<file path="src/verilog/pps_pkg.sv">
// Constants for the PCI power state control register bank
package pps_pkg;
  // ==========================================================
  // Register map
  localparam logic [7:0]  CTRL_STATUS_OFS  = 8'ha4;
  localparam logic [7:0]  BRIDGE_EXT_OFS   = 8'ha6;
  localparam logic [15:0] CTRL_STATUS_RST  = 16'h0000;
  localparam logic [7:0]  BRIDGE_EXT_VAL   = 8'hc0;
  // ==========================================================
  // Field positions
  localparam int WAKE_STATUS_BIT = 15;
  localparam int WAKE_ENABLE_BIT = 8;
  localparam int BUS_CTRL_EN_BIT = 7;
  localparam int ACTION_SEL_BIT  = 6;
  // ==========================================================
  // Power states
  typedef enum logic [1:0] {
    PPS_D0    = 2'h0,
    PPS_D1    = 2'h1,
    PPS_D2    = 2'h2,
    PPS_D3HOT = 2'h3
  } pps_state_t;
endpackage : pps_pkg

</file>
<file path="src/verilog/pps_reset_gen.sv">
// One-cycle function reset pulse on a D3hot to D0 transition
module pps_reset_gen (
  input  wire logic       clk,
  input  wire logic       rst_n,
  input  wire logic [1:0] state,
  output logic            pulse
);
  logic [1:0] prev_r;

  // ==========================================================
  // Edge detect on the state field
  always_ff @(posedge clk or negedge rst_n) begin
    if (!rst_n) begin
      prev_r <= 2'h0;
      pulse  <= 1'b0;
    end else begin
      prev_r <= state;
      pulse  <= (prev_r == pps_pkg::PPS_D3HOT) && (state == pps_pkg::PPS_D0);
    end
  end
endmodule : pps_reset_gen

</file>
<file path="src/verilog/pps_top.sv">
// Power state control/status and bridge extension registers
module pps_top (
  input  wire logic        CLK,
  input  wire logic        RSTN,
  input  wire logic        PCI_RST_N,
  input  wire logic        CFG_WR,
  input  wire logic        CFG_RD,
  input  wire logic [7:0]  CFG_ADDR,
  input  wire logic [3:0]  CFG_BE,
  input  wire logic [31:0] CFG_WDATA,
  input  wire logic        WAKE_EVENT,
  output logic [31:0]      CFG_RDATA,
  output logic             WAKE_N,
  output logic [1:0]       POWER_STATE,
  output logic             SEC_CLK_STOP,
  output logic             SEC_POWER_OFF,
  output logic             FUNC_RESET
);
  logic       wake_status_r;
  logic       wake_enable_r;
  logic [1:0] state_r;
  logic       hit_dw;
  logic       wr_lo;
  logic       wr_hi;
  logic       clr_status;
  logic       func_pulse;
  logic [15:0] csr_val;
  logic       bus_power_clock_ctrl_enable;
  logic       d3hot_bus_action_select;
  logic       in_d3hot;

  // ==========================================================
  // Decode: A4h dword holds CSR (bytes 0-1) and bridge ext (byte 2)
  always_comb begin
    hit_dw = (CFG_ADDR[7:2] == pps_pkg::CTRL_STATUS_OFS[7:2]);
    wr_lo  = CFG_WR && hit_dw && CFG_BE[0];
    wr_hi  = CFG_WR && hit_dw && CFG_BE[1];
    clr_status = wr_hi && CFG_WDATA[pps_pkg::WAKE_STATUS_BIT];
  end

  // Fixed capability bits, taken from the register constant so reads and behaviour agree
  assign bus_power_clock_ctrl_enable = pps_pkg::BRIDGE_EXT_VAL[pps_pkg::BUS_CTRL_EN_BIT];
  assign d3hot_bus_action_select     = pps_pkg::BRIDGE_EXT_VAL[pps_pkg::ACTION_SEL_BIT];
  assign in_d3hot                    = (state_r == pps_pkg::PPS_D3HOT);

  // ==========================================================
  // Wake enable: a write or the global reset clears it, bus reset does not
  always_ff @(posedge CLK or negedge RSTN) begin
    if (!RSTN) begin
      wake_enable_r <= 1'b0;
    end else if (wr_hi) begin
      wake_enable_r <= CFG_WDATA[pps_pkg::WAKE_ENABLE_BIT];
    end
  end

  // ==========================================================
  // Wake status: set beats clear so no event is lost
  always_ff @(posedge CLK or negedge RSTN) begin
    if (!RSTN) begin
      wake_status_r <= 1'b0;
    end else if (WAKE_EVENT) begin
      wake_status_r <= 1'b1;
    end else if (!PCI_RST_N && !wake_enable_r) begin
      wake_status_r <= 1'b0;
    end else if (clr_status) begin
      wake_status_r <= 1'b0;
    end
  end

  // ==========================================================
  // Power state; function reset pulse does not touch it
  always_ff @(posedge CLK or negedge RSTN) begin
    if (!RSTN) begin
      state_r <= pps_pkg::PPS_D0;
    end else if (!PCI_RST_N) begin
      state_r <= pps_pkg::PPS_D0;
    end else if (wr_lo) begin
      state_r <= CFG_WDATA[1:0];
    end
  end

  pps_reset_gen pps_reset_gen_inst (
    .clk   (CLK),
    .rst_n (RSTN),
    .state (state_r),
    .pulse (func_pulse)
  );

  // ==========================================================
  // Read data, reserved and data fields read zero
  always_comb begin
    csr_val = {wake_status_r, 2'h0, 4'h0, wake_enable_r, 6'h0, state_r};
  end

  // ==========================================================
  // Read data: the A4h dword answers, any other dword reads zero
  always_ff @(posedge CLK or negedge RSTN) begin
    if (!RSTN) begin
      CFG_RDATA <= 32'h0000_0000;
    end else if (CFG_RD && hit_dw) begin
      CFG_RDATA <= {8'h00, pps_pkg::BRIDGE_EXT_VAL, csr_val};
    end else if (CFG_RD) begin
      CFG_RDATA <= 32'h0000_0000;
    end
  end

  // ==========================================================
  // Wake output, low active; a clearing write lifts it next cycle
  always_ff @(posedge CLK or negedge RSTN) begin
    if (!RSTN) begin
      WAKE_N <= 1'b1;
    end else begin
      WAKE_N <= !(wake_status_r && wake_enable_r && !clr_status);
    end
  end

  // ==========================================================
  // State copy for the rest of the function
  always_ff @(posedge CLK or negedge RSTN) begin
    if (!RSTN) begin
      POWER_STATE <= pps_pkg::PPS_D0;
    end else begin
      POWER_STATE <= state_r;
    end
  end

  // ==========================================================
  // Secondary bus follows D3hot only while bus control is on
  always_ff @(posedge CLK or negedge RSTN) begin
    if (!RSTN) begin
      SEC_CLK_STOP  <= 1'b0;
      SEC_POWER_OFF <= 1'b0;
    end else begin
      SEC_CLK_STOP  <= bus_power_clock_ctrl_enable && d3hot_bus_action_select && in_d3hot;
      SEC_POWER_OFF <= bus_power_clock_ctrl_enable && !d3hot_bus_action_select && in_d3hot;
    end
  end

  // ==========================================================
  // Function reset; the extra flop keeps this output registered too
  always_ff @(posedge CLK or negedge RSTN) begin
    if (!RSTN) begin
      FUNC_RESET <= 1'b0;
    end else begin
      FUNC_RESET <= func_pulse;
    end
  end

  // ==========================================================
  // Checks: wake status and enable
  property p_status_set;
    @(posedge CLK) disable iff (!RSTN) WAKE_EVENT |=> wake_status_r;
  endproperty
  a_status_set: assert property (p_status_set) else $error("status not set");
  property p_clear;
    @(posedge CLK) disable iff (!RSTN) (clr_status && !WAKE_EVENT) |=> !wake_status_r;
  endproperty
  a_clear: assert property (p_clear) else $error("status not cleared");
  property p_status_hold;
    @(posedge CLK) disable iff (!RSTN)
      (wr_hi && !CFG_WDATA[pps_pkg::WAKE_STATUS_BIT] && !WAKE_EVENT && PCI_RST_N) |=> $stable(wake_status_r);
  endproperty
  a_status_hold: assert property (p_status_hold) else $error("status changed by a zero write");
  property p_en_keep;
    @(posedge CLK) disable iff (!RSTN) (!PCI_RST_N && !wr_hi) |=> $stable(wake_enable_r);
  endproperty
  a_en_keep: assert property (p_en_keep) else $error("enable lost on bus reset");
  // Bus reset clears the wake context only while wake is disabled
  property p_bus_clear;
    @(posedge CLK) disable iff (!RSTN) (!PCI_RST_N && !wake_enable_r && !WAKE_EVENT) |=> !wake_status_r;
  endproperty
  a_bus_clear: assert property (p_bus_clear) else $error("context kept on bus reset while disabled");
  property p_ctx_keep;
    @(posedge CLK) disable iff (!RSTN)
      (!PCI_RST_N && wake_enable_r && !clr_status && !WAKE_EVENT) |=> $stable(wake_status_r);
  endproperty
  a_ctx_keep: assert property (p_ctx_keep) else $error("context lost on bus reset while enabled");
  // Wake output gating
  property p_gate;
    @(posedge CLK) disable iff (!RSTN) !wake_enable_r |=> WAKE_N;
  endproperty
  a_gate: assert property (p_gate) else $error("wake asserted while disabled");
  property p_wake;
    @(posedge CLK) disable iff (!RSTN) (wake_status_r && wake_enable_r && !clr_status) |=> !WAKE_N;
  endproperty
  a_wake: assert property (p_wake) else $error("wake not asserted");
  // Read data layout
  property p_reserved_zero;
    @(posedge CLK) disable iff (!RSTN) (CFG_RD && hit_dw) |=> (CFG_RDATA[14:9] == 6'h0 && CFG_RDATA[7:2] == 6'h0);
  endproperty
  a_reserved_zero: assert property (p_reserved_zero) else $error("reserved bits nonzero");
  property p_ext;
    @(posedge CLK) disable iff (!RSTN) (CFG_RD && hit_dw) |=> CFG_RDATA[23:16] == 8'hc0;
  endproperty
  a_ext: assert property (p_ext) else $error("bridge ext wrong");
  property p_state_read;
    @(posedge CLK) disable iff (!RSTN) (CFG_RD && hit_dw) |=> CFG_RDATA[1:0] == $past(state_r);
  endproperty
  a_state_read: assert property (p_state_read) else $error("state field reads wrong");
  // Power state and secondary bus
  property p_state;
    @(posedge CLK) disable iff (!RSTN) (wr_lo && PCI_RST_N) |=> ##1 POWER_STATE == $past(CFG_WDATA[1:0], 2);
  endproperty
  a_state: assert property (p_state) else $error("state not written");
  property p_clkstop;
    @(posedge CLK) disable iff (!RSTN) in_d3hot |=> SEC_CLK_STOP && !SEC_POWER_OFF;
  endproperty
  a_clkstop: assert property (p_clkstop) else $error("no clock stop in D3hot");
  property p_sec_release;
    @(posedge CLK) disable iff (!RSTN) !in_d3hot |=> !SEC_CLK_STOP && !SEC_POWER_OFF;
  endproperty
  a_sec_release: assert property (p_sec_release) else $error("secondary bus held outside D3hot");
  // Function reset, and the register it must leave alone
  property p_func_reset;
    @(posedge CLK) disable iff (!RSTN)
      in_d3hot ##1 (state_r == pps_pkg::PPS_D0) |-> ##2 FUNC_RESET;
  endproperty
  a_func_reset: assert property (p_func_reset) else $error("no function reset on leaving D3hot");
  property p_func_keep;
    @(posedge CLK) disable iff (!RSTN)
      (func_pulse && PCI_RST_N && !CFG_WR && !WAKE_EVENT) |=> $stable(csr_val);
  endproperty
  a_func_keep: assert property (p_func_keep) else $error("register altered by function reset");
  // Main scenarios
  c_wake: cover property (@(posedge CLK) disable iff (!RSTN) !WAKE_N);
  c_d3: cover property (@(posedge CLK) disable iff (!RSTN) SEC_CLK_STOP);
  c_func: cover property (@(posedge CLK) disable iff (!RSTN) FUNC_RESET);
  c_ctx_kept: cover property (@(posedge CLK) disable iff (!RSTN) !PCI_RST_N && wake_status_r && wake_enable_r);
endmodule : pps_top
</file>
<file path="config.mk">
export PLATFORM = sky130hd
export DESIGN_NAME = pps_top
export DESIGN_NICKNAME = d
export VERILOG_FILES = /design/src/verilog/pps_pkg.sv /design/src/verilog/pps_reset_gen.sv /design/src/verilog/pps_top.sv
export SDC_FILE = /design/constraint.sdc
export NUM_CORES = 1
export LEC_CHECK = 0
export ABC_AREA = 0
export CORE_MARGIN = 5
export CORE_UTILIZATION = 30
export DETAILED_ROUTE_END_ITERATION = 6
export DONT_BUFFER_PORTS = 1
export GPL_TIMING_DRIVEN = 0
export PLACE_DENSITY = 0.5
export SETUP_SLACK_MARGIN = 0.05
export SYNTH_ARGS = -nofsm -noshare
export SYNTH_HDL_FRONTEND = slang
export SYNTH_SLANG_ARGS = --single-unit
</file>
<file path="constraint.sdc">
create_clock -name CLK -period 1.95 [get_ports CLK]
set_input_delay 0.39 -clock CLK [delete_from_list [all_inputs] [get_ports CLK]]
set_output_delay 0.39 -clock CLK [all_outputs]
set_load 0.01 [all_outputs]
</file>
## After elaboration in Yosys (flattened, before gate mapping)

Index checks and enable logic that the tools add are counted.

- Register bits: 42
- Word-level logic and storage cells: 36

- Eq/ne operators: 4
- Muxes and demuxes: 7
- Reduce and logical (&&, ||, !) cells: 16

Operators with widths:

| kind | count |
|---|---|
| $mux W32 | 2 |
| $logic_and A1 B1 Y1 | 9 |
| $eq A6 B6 Y1 const B | 1 |
| $eq A2 B2 Y1 const B | 2 |
| $logic_not A1 Y1 | 4 |
| $mux W2 | 2 |
| $mux W1 | 3 |
| $reduce_bool A3 Y1 | 1 |
| $logic_not A2 Y1 | 1 |
| $ne A2 B1 Y1 const B | 1 |
| $reduce_bool A2 Y1 | 1 |

## Logic depth before layout (Yosys ltp)

Gate-level depths: netlist of the first run.

- Depth after elaboration: 7
- Depth in mapped cells: 3
- Mapped depth without buffers: 3

## Cells and area by module

A second synthesis of the first run with hierarchy kept.

- Cell total of the unflattened synthesis: 83
- Area, all modules: 925.9 µm²

Modules (own cells, without submodules):

| module | instances | cells each | area an instance (µm²) | sequential area each (µm²) |
|---|---|---|---|---|
| pps_top | 1 | 79 | 838.3 | 351.6 |
| pps_reset_gen | 1 | 4 | 87.6 | 75.1 |

## Worst setup path before layout of the first run

OpenSTA, ideal clock, no wires.

- Kind: input -> register
- Start: in CFG_ADDR[4]
- End: reg wake_enable_r
- Setup time: 0.128 ns
- Arrival time: 1.151 ns
- Data required time: 1.822 ns
- Path slack: 0.671 ns
- Stages on the path: 3
- Path buffers: 0
- Cells stage by stage: nand4bb_4 > nor3_4 > mux2_1

- Cells in the longest elaborated chain, start to end: 3

Ends and longest elaborated chain:

| item | RTL line | RTL |
|---|---|---|
| start: declaration | pps_top.sv:8 | `input wire logic [7:0] CFG_ADDR,` |
| $eq A6 B6 Y1 | pps_top.sv:35 | `hit_dw = (CFG_ADDR[7:2] == pps_pkg::CTRL_STATUS_OFS[7:2]);` |
| $logic_and A1 B1 Y1 (2 in a row) | pps_top.sv:37 | `wr_hi = CFG_WR && hit_dw && CFG_BE[1];` |
| end signal: assignment | pps_top.sv:52 | `wake_enable_r <= CFG_WDATA[pps_pkg::WAKE_ENABLE_BIT];` |
| end: declaration | pps_top.sv:20 | `logic wake_enable_r;` |

No other way between the ends.
A chain may end at the register's enable or synchronous reset.

==> metrics.txt, run 1 <==
Post-synth EDFFs 0; Hold Vio Cnt, Final 0; Netlist Area Pre-Place 872 um^2; top-count cell post-synth buf_4; Post-route DRC 0; gr usage total 0.0721; Worst-Skew Late Latency 0.28 ns; CTS tree done; post-route insts no fill 144; final wirelength 1490 um; Post-DP Area 1010 um^2; maximum vdd ir drop 0.000314 V; post-CTS setup buffers 0; sequential cell area fraction in the yosys report 0.432; Avg WL per Cell 10.3 um; Final nets 164; CP delay by family, top flip-flops; Largest stage delay, worst path 0.44 ns; Post-Syn Area per Cell 10.6 um^2; Levels on crit path 1; Mapped Cells 82; # rows 19; CTS Root Cell clkbuf_4; Worst EP arrival 0.88 ns; Synth top area share 0.402; cts hold-fix bufs 1; top post-synthesis cells by area dfrtp_1 40%, buf_4 24%, o22ai_2 5.7%, nand2_1 5.2%, nand4bb_4 3.2%; Req. time, crit path 1.56 ns; via count 524; I/O Buffers 0; largest net degree at the start of global routing 16; Cell Chain, Critical Path buf_4; RSZ-0062 raised after global routing no; fin crit share 0.649; fin util 0.376; Worst Tran Pin Value 0.680 ns; CTS sink count 15; Starting DRT DRC Count 15; full die area 4090 um^2; vias per inst 3.64; placed insts 139; crit end category output pin; crit start category flip-flop; clock buffer depth 2; first-pass GRT wire length 2370 um; post-layout minimum cycle time 1.27 ns; FF+latch count, synth 15; FFs w/ async S/R, synth 1.00; die height 63.9 um; WP buf/inv 1; grt ovf 0; Commonest cells post-synth 28 x buf_4, 14 x dfrtp_1, 12 x nand2_1, 6 x inv_1, 4 x o22ai_2; CTS clock-pin slew for the worst setup and hold paths 0.09 ns; initial core utilization 0.314; Core Region 2780 um^2; Die W 63.9 um; Hold Path Depth 1; FILL cells 273; Final Skew 0.00759 ns; routability cong. 0.647; Syn. warnings 0; fraction of layout cells with a size suffix above 1 0.372; Fin Setup TNS 0 ns; post-CTS resize count 0; I/O pins 88; CP max FO 3; Synth cell types 22; final instance area 1040 um^2; Antenna diodes 0; Layout Area Growth over Synthesis 19.8%; Max Cap Violations 0; reg2reg path depth 3; dominant cell type by area after synthesis dfrtp_1; Most used DFF post-synth dfrtp_1; critical path class flip-flop to output pin; initial antenna violation count 0; max-slew violation count 0; HP Class primary input to flip-flop; Slew headroom 0.545; DR pass1 iterations 2; Slowest cell on crit path dfrtp_1; final count of negative-setup-slack endpoints 0; Power Density 569 nW/um^2; CTS H-tree lvls 1; Peak Freq 0.790 GHz; Static Leak 0.547 nW; Power Total 595 uW; status completed; vias in the first global route 514; DRT antenna net count 0; total CTS buffers 3
==> power breakdown <==
| group | internal [mW] | switching [mW] | total, mW |
|---|---|---|---|
| clock network | 0.0792 | 0.0957 | 0.175 |
| logic | 0.0487 | 0.0495 | 0.0982 |
| registers | 0.317 | 0.00491 | 0.322 |
| total | 0.445 | 0.150 | 0.595 |
==> flip-flops by register name, indices dropped and copies added, names as in the netlist <==
register                   count
WAKE_N                         1
pps_reset_gen_inst.prev_r      2
pps_reset_gen_inst.pulse       1
FUNC_RESET                     1
CFG_RDATA                      5
SEC_CLK_STOP                   1
wake_enable_r                  1
state_r                        2
wake_status_r                  1
==> per-stage QoR <==
step	hold WS (ns)	setup WS [ns]
finish	0.191	0.685
global route	0.171	0.644
CTS	0.187	0.675
detailed placement	0.0948	0.616
global placement	0.0948	0.637
floorplan	0.0944	0.671
==> routing by layer <==
metal	share of wire	GRT usage
met2	0.43	0.102
met4	0.0047	0.0234
met3	0.14	0.0333
met1	0.42	0.0970
met5	0	0
==> cells in the final DEF (no fill, tap or decap), types with 2 or more instances in the layout <==
cell,instances
inv_1,6
nand2_1,12
conb_1,27
o22ai_2,4
buf_4,28
dfrtp_1,14
mux2i_1,2
clkbuf_4,3
==> path summary, 6_finish.rpt <==
| path | start | end | slack, ns |
|---|---|---|---|
| max in group asynchronous | RSTN | state_r[0] | 0.93 |
| min in group asynchronous | RSTN | CFG_RDATA[0] | 0.58 |
| hold / removal | CFG_WDATA[15] | wake_status_r | 0.19 |
| hold reg to reg | pps_reset_gen_inst.pulse | FUNC_RESET | 0.36 |
| setup reg to reg | wake_enable_r | wake_status_r | 1.12 |
| setup / recovery | CFG_RDATA[22] | CFG_RDATA[23] | 0.68 |
==> cells by family (layout without fill, tap and decap cells) <==
group                  after synthesis  in the layout  share of synthesized area
AOI/OAI and AO/OA                    7              7                     0.0818
buffers and inverters               35             40                      0.273
DFF                                 15             15                      0.432
muxes                                4              4                     0.0617
other                                1             27                    0.00430
and+or+nand+nor                     20             20                      0.148
==> layout make-up <==
| cell class | count | area, um^2 | share of cell area |
|---|---|---|---|
| flip-flops and latches | 15 | 377 | 0.360 |
| well taps | 31 | 38.8 | 0.0371 |
| clock buffers | 4 | 26.3 | 0.0251 |
| repair buffers | 1 | 10.0 | 0.00958 |
| plain buffers | 29 | 215 | 0.206 |
| multi-input cells | 58 | 355 | 0.340 |
| inverters | 6 | 22.5 | 0.0216 |
(Power assumes the default switching activity.)
==> run 2: changes to the inputs <==
Settings changed: ABC_AREA 0 to 1, PLACE_DENSITY 0.5 to 0.51.
Clock period 1.95 ns to 1.1 ns, I/O delays scaled along.
==> metrics.txt, run 2 <==
Netlist Area Pre-Place 822 um^2; critical path class flip-flop to output pin; top-count cell post-synth buf_4; Most used DFF post-synth dfrtp_1; Mapped Cells 92; clock buffer depth 2; RSZ-0062 raised after global routing yes; area of the multi-input gates 277 um^2; max FFs per register 5; Post-route DRC 0; CTS tree done; first-pass GRT wire length 2530 um; Commonest cells post-synth 28 x buf_4, 15 x inv_1, 14 x dfrtp_1, 11 x nand2_1, 5 x nand3_1; total CTS buffers 3; CTS sink count 15; Final Skew 0.000892 ns; Post-DP Area 958 um^2; fraction of layout cells with a size suffix above 1 0.301; maximum vdd ir drop 0.000586 V; status completed; DR pass1 iterations 2; Final nets 174; Worst Tran Pin Value 0.644 ns; routability cong. 0.688; Regs by FF count CFG_RDATA: 5 flops, pps_reset_gen_inst.prev_r: 2 flops, state_r: 2 flops; FFs w/ async S/R, synth 1.00; Worst-Skew Late Latency 0.27 ns; worst hold slack 0.0441 ns; I/O Buffers 0; Syn. warnings 0; full die area 3890 um^2; # rows 19; max-slew violation count 0; sequential cell area fraction in the yosys report 0.458; I/O pins 88; Max Cap Violations 0; FF+latch count, synth 15; Post-synth EDFFs 0; Largest stage delay, worst path 0.44 ns; Cell Chain, Critical Path buf_6; Synth cell types 15; crit start category flip-flop; dominant cell type by area after synthesis dfrtp_1; crit end category output pin; final wirelength 1570 um; Power Total 1.03 mW; post-layout minimum cycle time 1.08 ns; DPL Wire Length 1340 um; Peak Freq 0.930 GHz; Core Region 2690 um^2; top post-synthesis cells by area dfrtp_1 43%, buf_4 26%, inv_1 6.8%, nand2_1 5.0%, dfstp_2 3.2%; HP Class primary input to flip-flop; final count of negative-setup-slack endpoints 0; Die W 62.3 um; Static Leak 0.569 nW; fin crit share 0.978; Starting DRT DRC Count 10; Worst EP arrival 0.86 ns; most frequent cells in the layout 27 x buf_4, 27 x conb_1, 15 x inv_1; largest register by flop count CFG_RDATA; Req. time, crit path 0.88 ns; gr usage total 0.0797; Slowest cell on crit path dfrtp_1; Fin Setup TNS 0 ns; Power Density 1030 nW/um^2; largest net degree at the start of global routing 16; WP buf/inv 1; Avg WL per Cell 10.2 um; initial core utilization 0.306; Hold Vio Cnt, Final 0; Antenna diodes 0; Post-Syn Area per Cell 8.94 um^2; grt ovf 0; CTS clock-pin slew for the worst setup and hold paths 0.08 ns; die height 62.3 um; FILL cells 287; CP delay by family, top flip-flops; vias per inst 3.64; Register Area 377 um^2; post-CTS setup buffers 0; CP max FO 3; initial antenna violation count 0; DRT antenna net count 0; final instance area 998 um^2; Synth top area share 0.426; Layout Area Growth over Synthesis 21.5%; vias in the first global route 592; Slew headroom 0.569; fin util 0.372; CTS Root Cell clkbuf_4; via count 561; CTS H-tree lvls 1
[run 2: changes by cell type after synthesis, moves of 2 or more]
cell,previous run,this run
nor2_2,0,2
o22ai_1,0,4
nand3_1,0,5
inv_1,6,15
nor2_1,1,3
o22ai_2,4,0
nand3_2,0,2
mux2i_1,2,0
nand4_1,0,3
[run 2: cell families (layout without fill, tap and decap cells)]
kind of cell	count (synthesis)	after routing	share of synthesized area
AOI/OAI and AO/OA	5	5	0.0365
and+or+nand+nor	28	28	0.177
other	1	27	0.00456
DFF	15	15	0.458
buffers and inverters	43	48	0.324
[run 2: metal layers]
layer	up-vias	track usage	share of wire
met4	0	0.0318	0.0045
met5	-	0	0
met1	229	0.0916	0.39
met2	39	0.122	0.43
met3	2	0.0450	0.17
li1	291	-	-
[run 2: stage by stage]
stage	worst slack, ns	std cells
6_report	0.0244	154
5_1_grt	-0.0101	154
4_1_cts	0.00711	154
3_5_place_dp	0.139	149
3_3_place_gp	0.139	149
2_1_floorplan	0.243	118
[run 2: area by class of cell]
cell class	instances	share of cell area
inverter	15	0.0564
multi-input combinational	60	0.277
clock buffer	4	0.0263
sequential	15	0.377
timing repair buffer	1	0.0100
tap	31	0.0388
buffer	28	0.214
[run 2: repair_timing]
item	4_1_cts	5_1_grt
endpoints found under the setup margin	2	2
resized for setup	1	0
hold endpoints to repair	15	0
hold buffers	1	0
[run 2: path summary, 6_finish.rpt]
| kind | endpoint | depth (start not counted) | from | slack [ns] |
|---|---|---|---|---|
| setup / recovery | CFG_RDATA[23] | 1 | CFG_RDATA[22] | 0.02 |
| hold / removal | CFG_RDATA[15] | 1 | CFG_RD | 0.04 |
| setup reg to reg | wake_status_r | 4 | wake_enable_r | 0.33 |
| hold reg to reg | FUNC_RESET | 0 | pps_reset_gen_inst.pulse | 0.36 |
| max in group asynchronous | pps_reset_gen_inst.prev_r[0] | 1 | RSTN | 0.28 |
| min in group asynchronous | CFG_RDATA[0] | 1 | RSTN | 0.41 |
[run 2: power by group]
group | total, mW | switching [mW] | internal [mW]
Sequential | 0.570 | 0.00848 | 0.562
Clock | 0.300 | 0.160 | 0.140
Combinational | 0.158 | 0.0816 | 0.0760
Total | 1.03 | 0.250 | 0.778
[run 2: worst register-to-register path: stages, from the launching register on]
cell and delay [ns]:
dfrtp_1 0.42, nor2_1 0.11, nor2_1 0.05, nand2_1 0.05
nand2_1 0.04
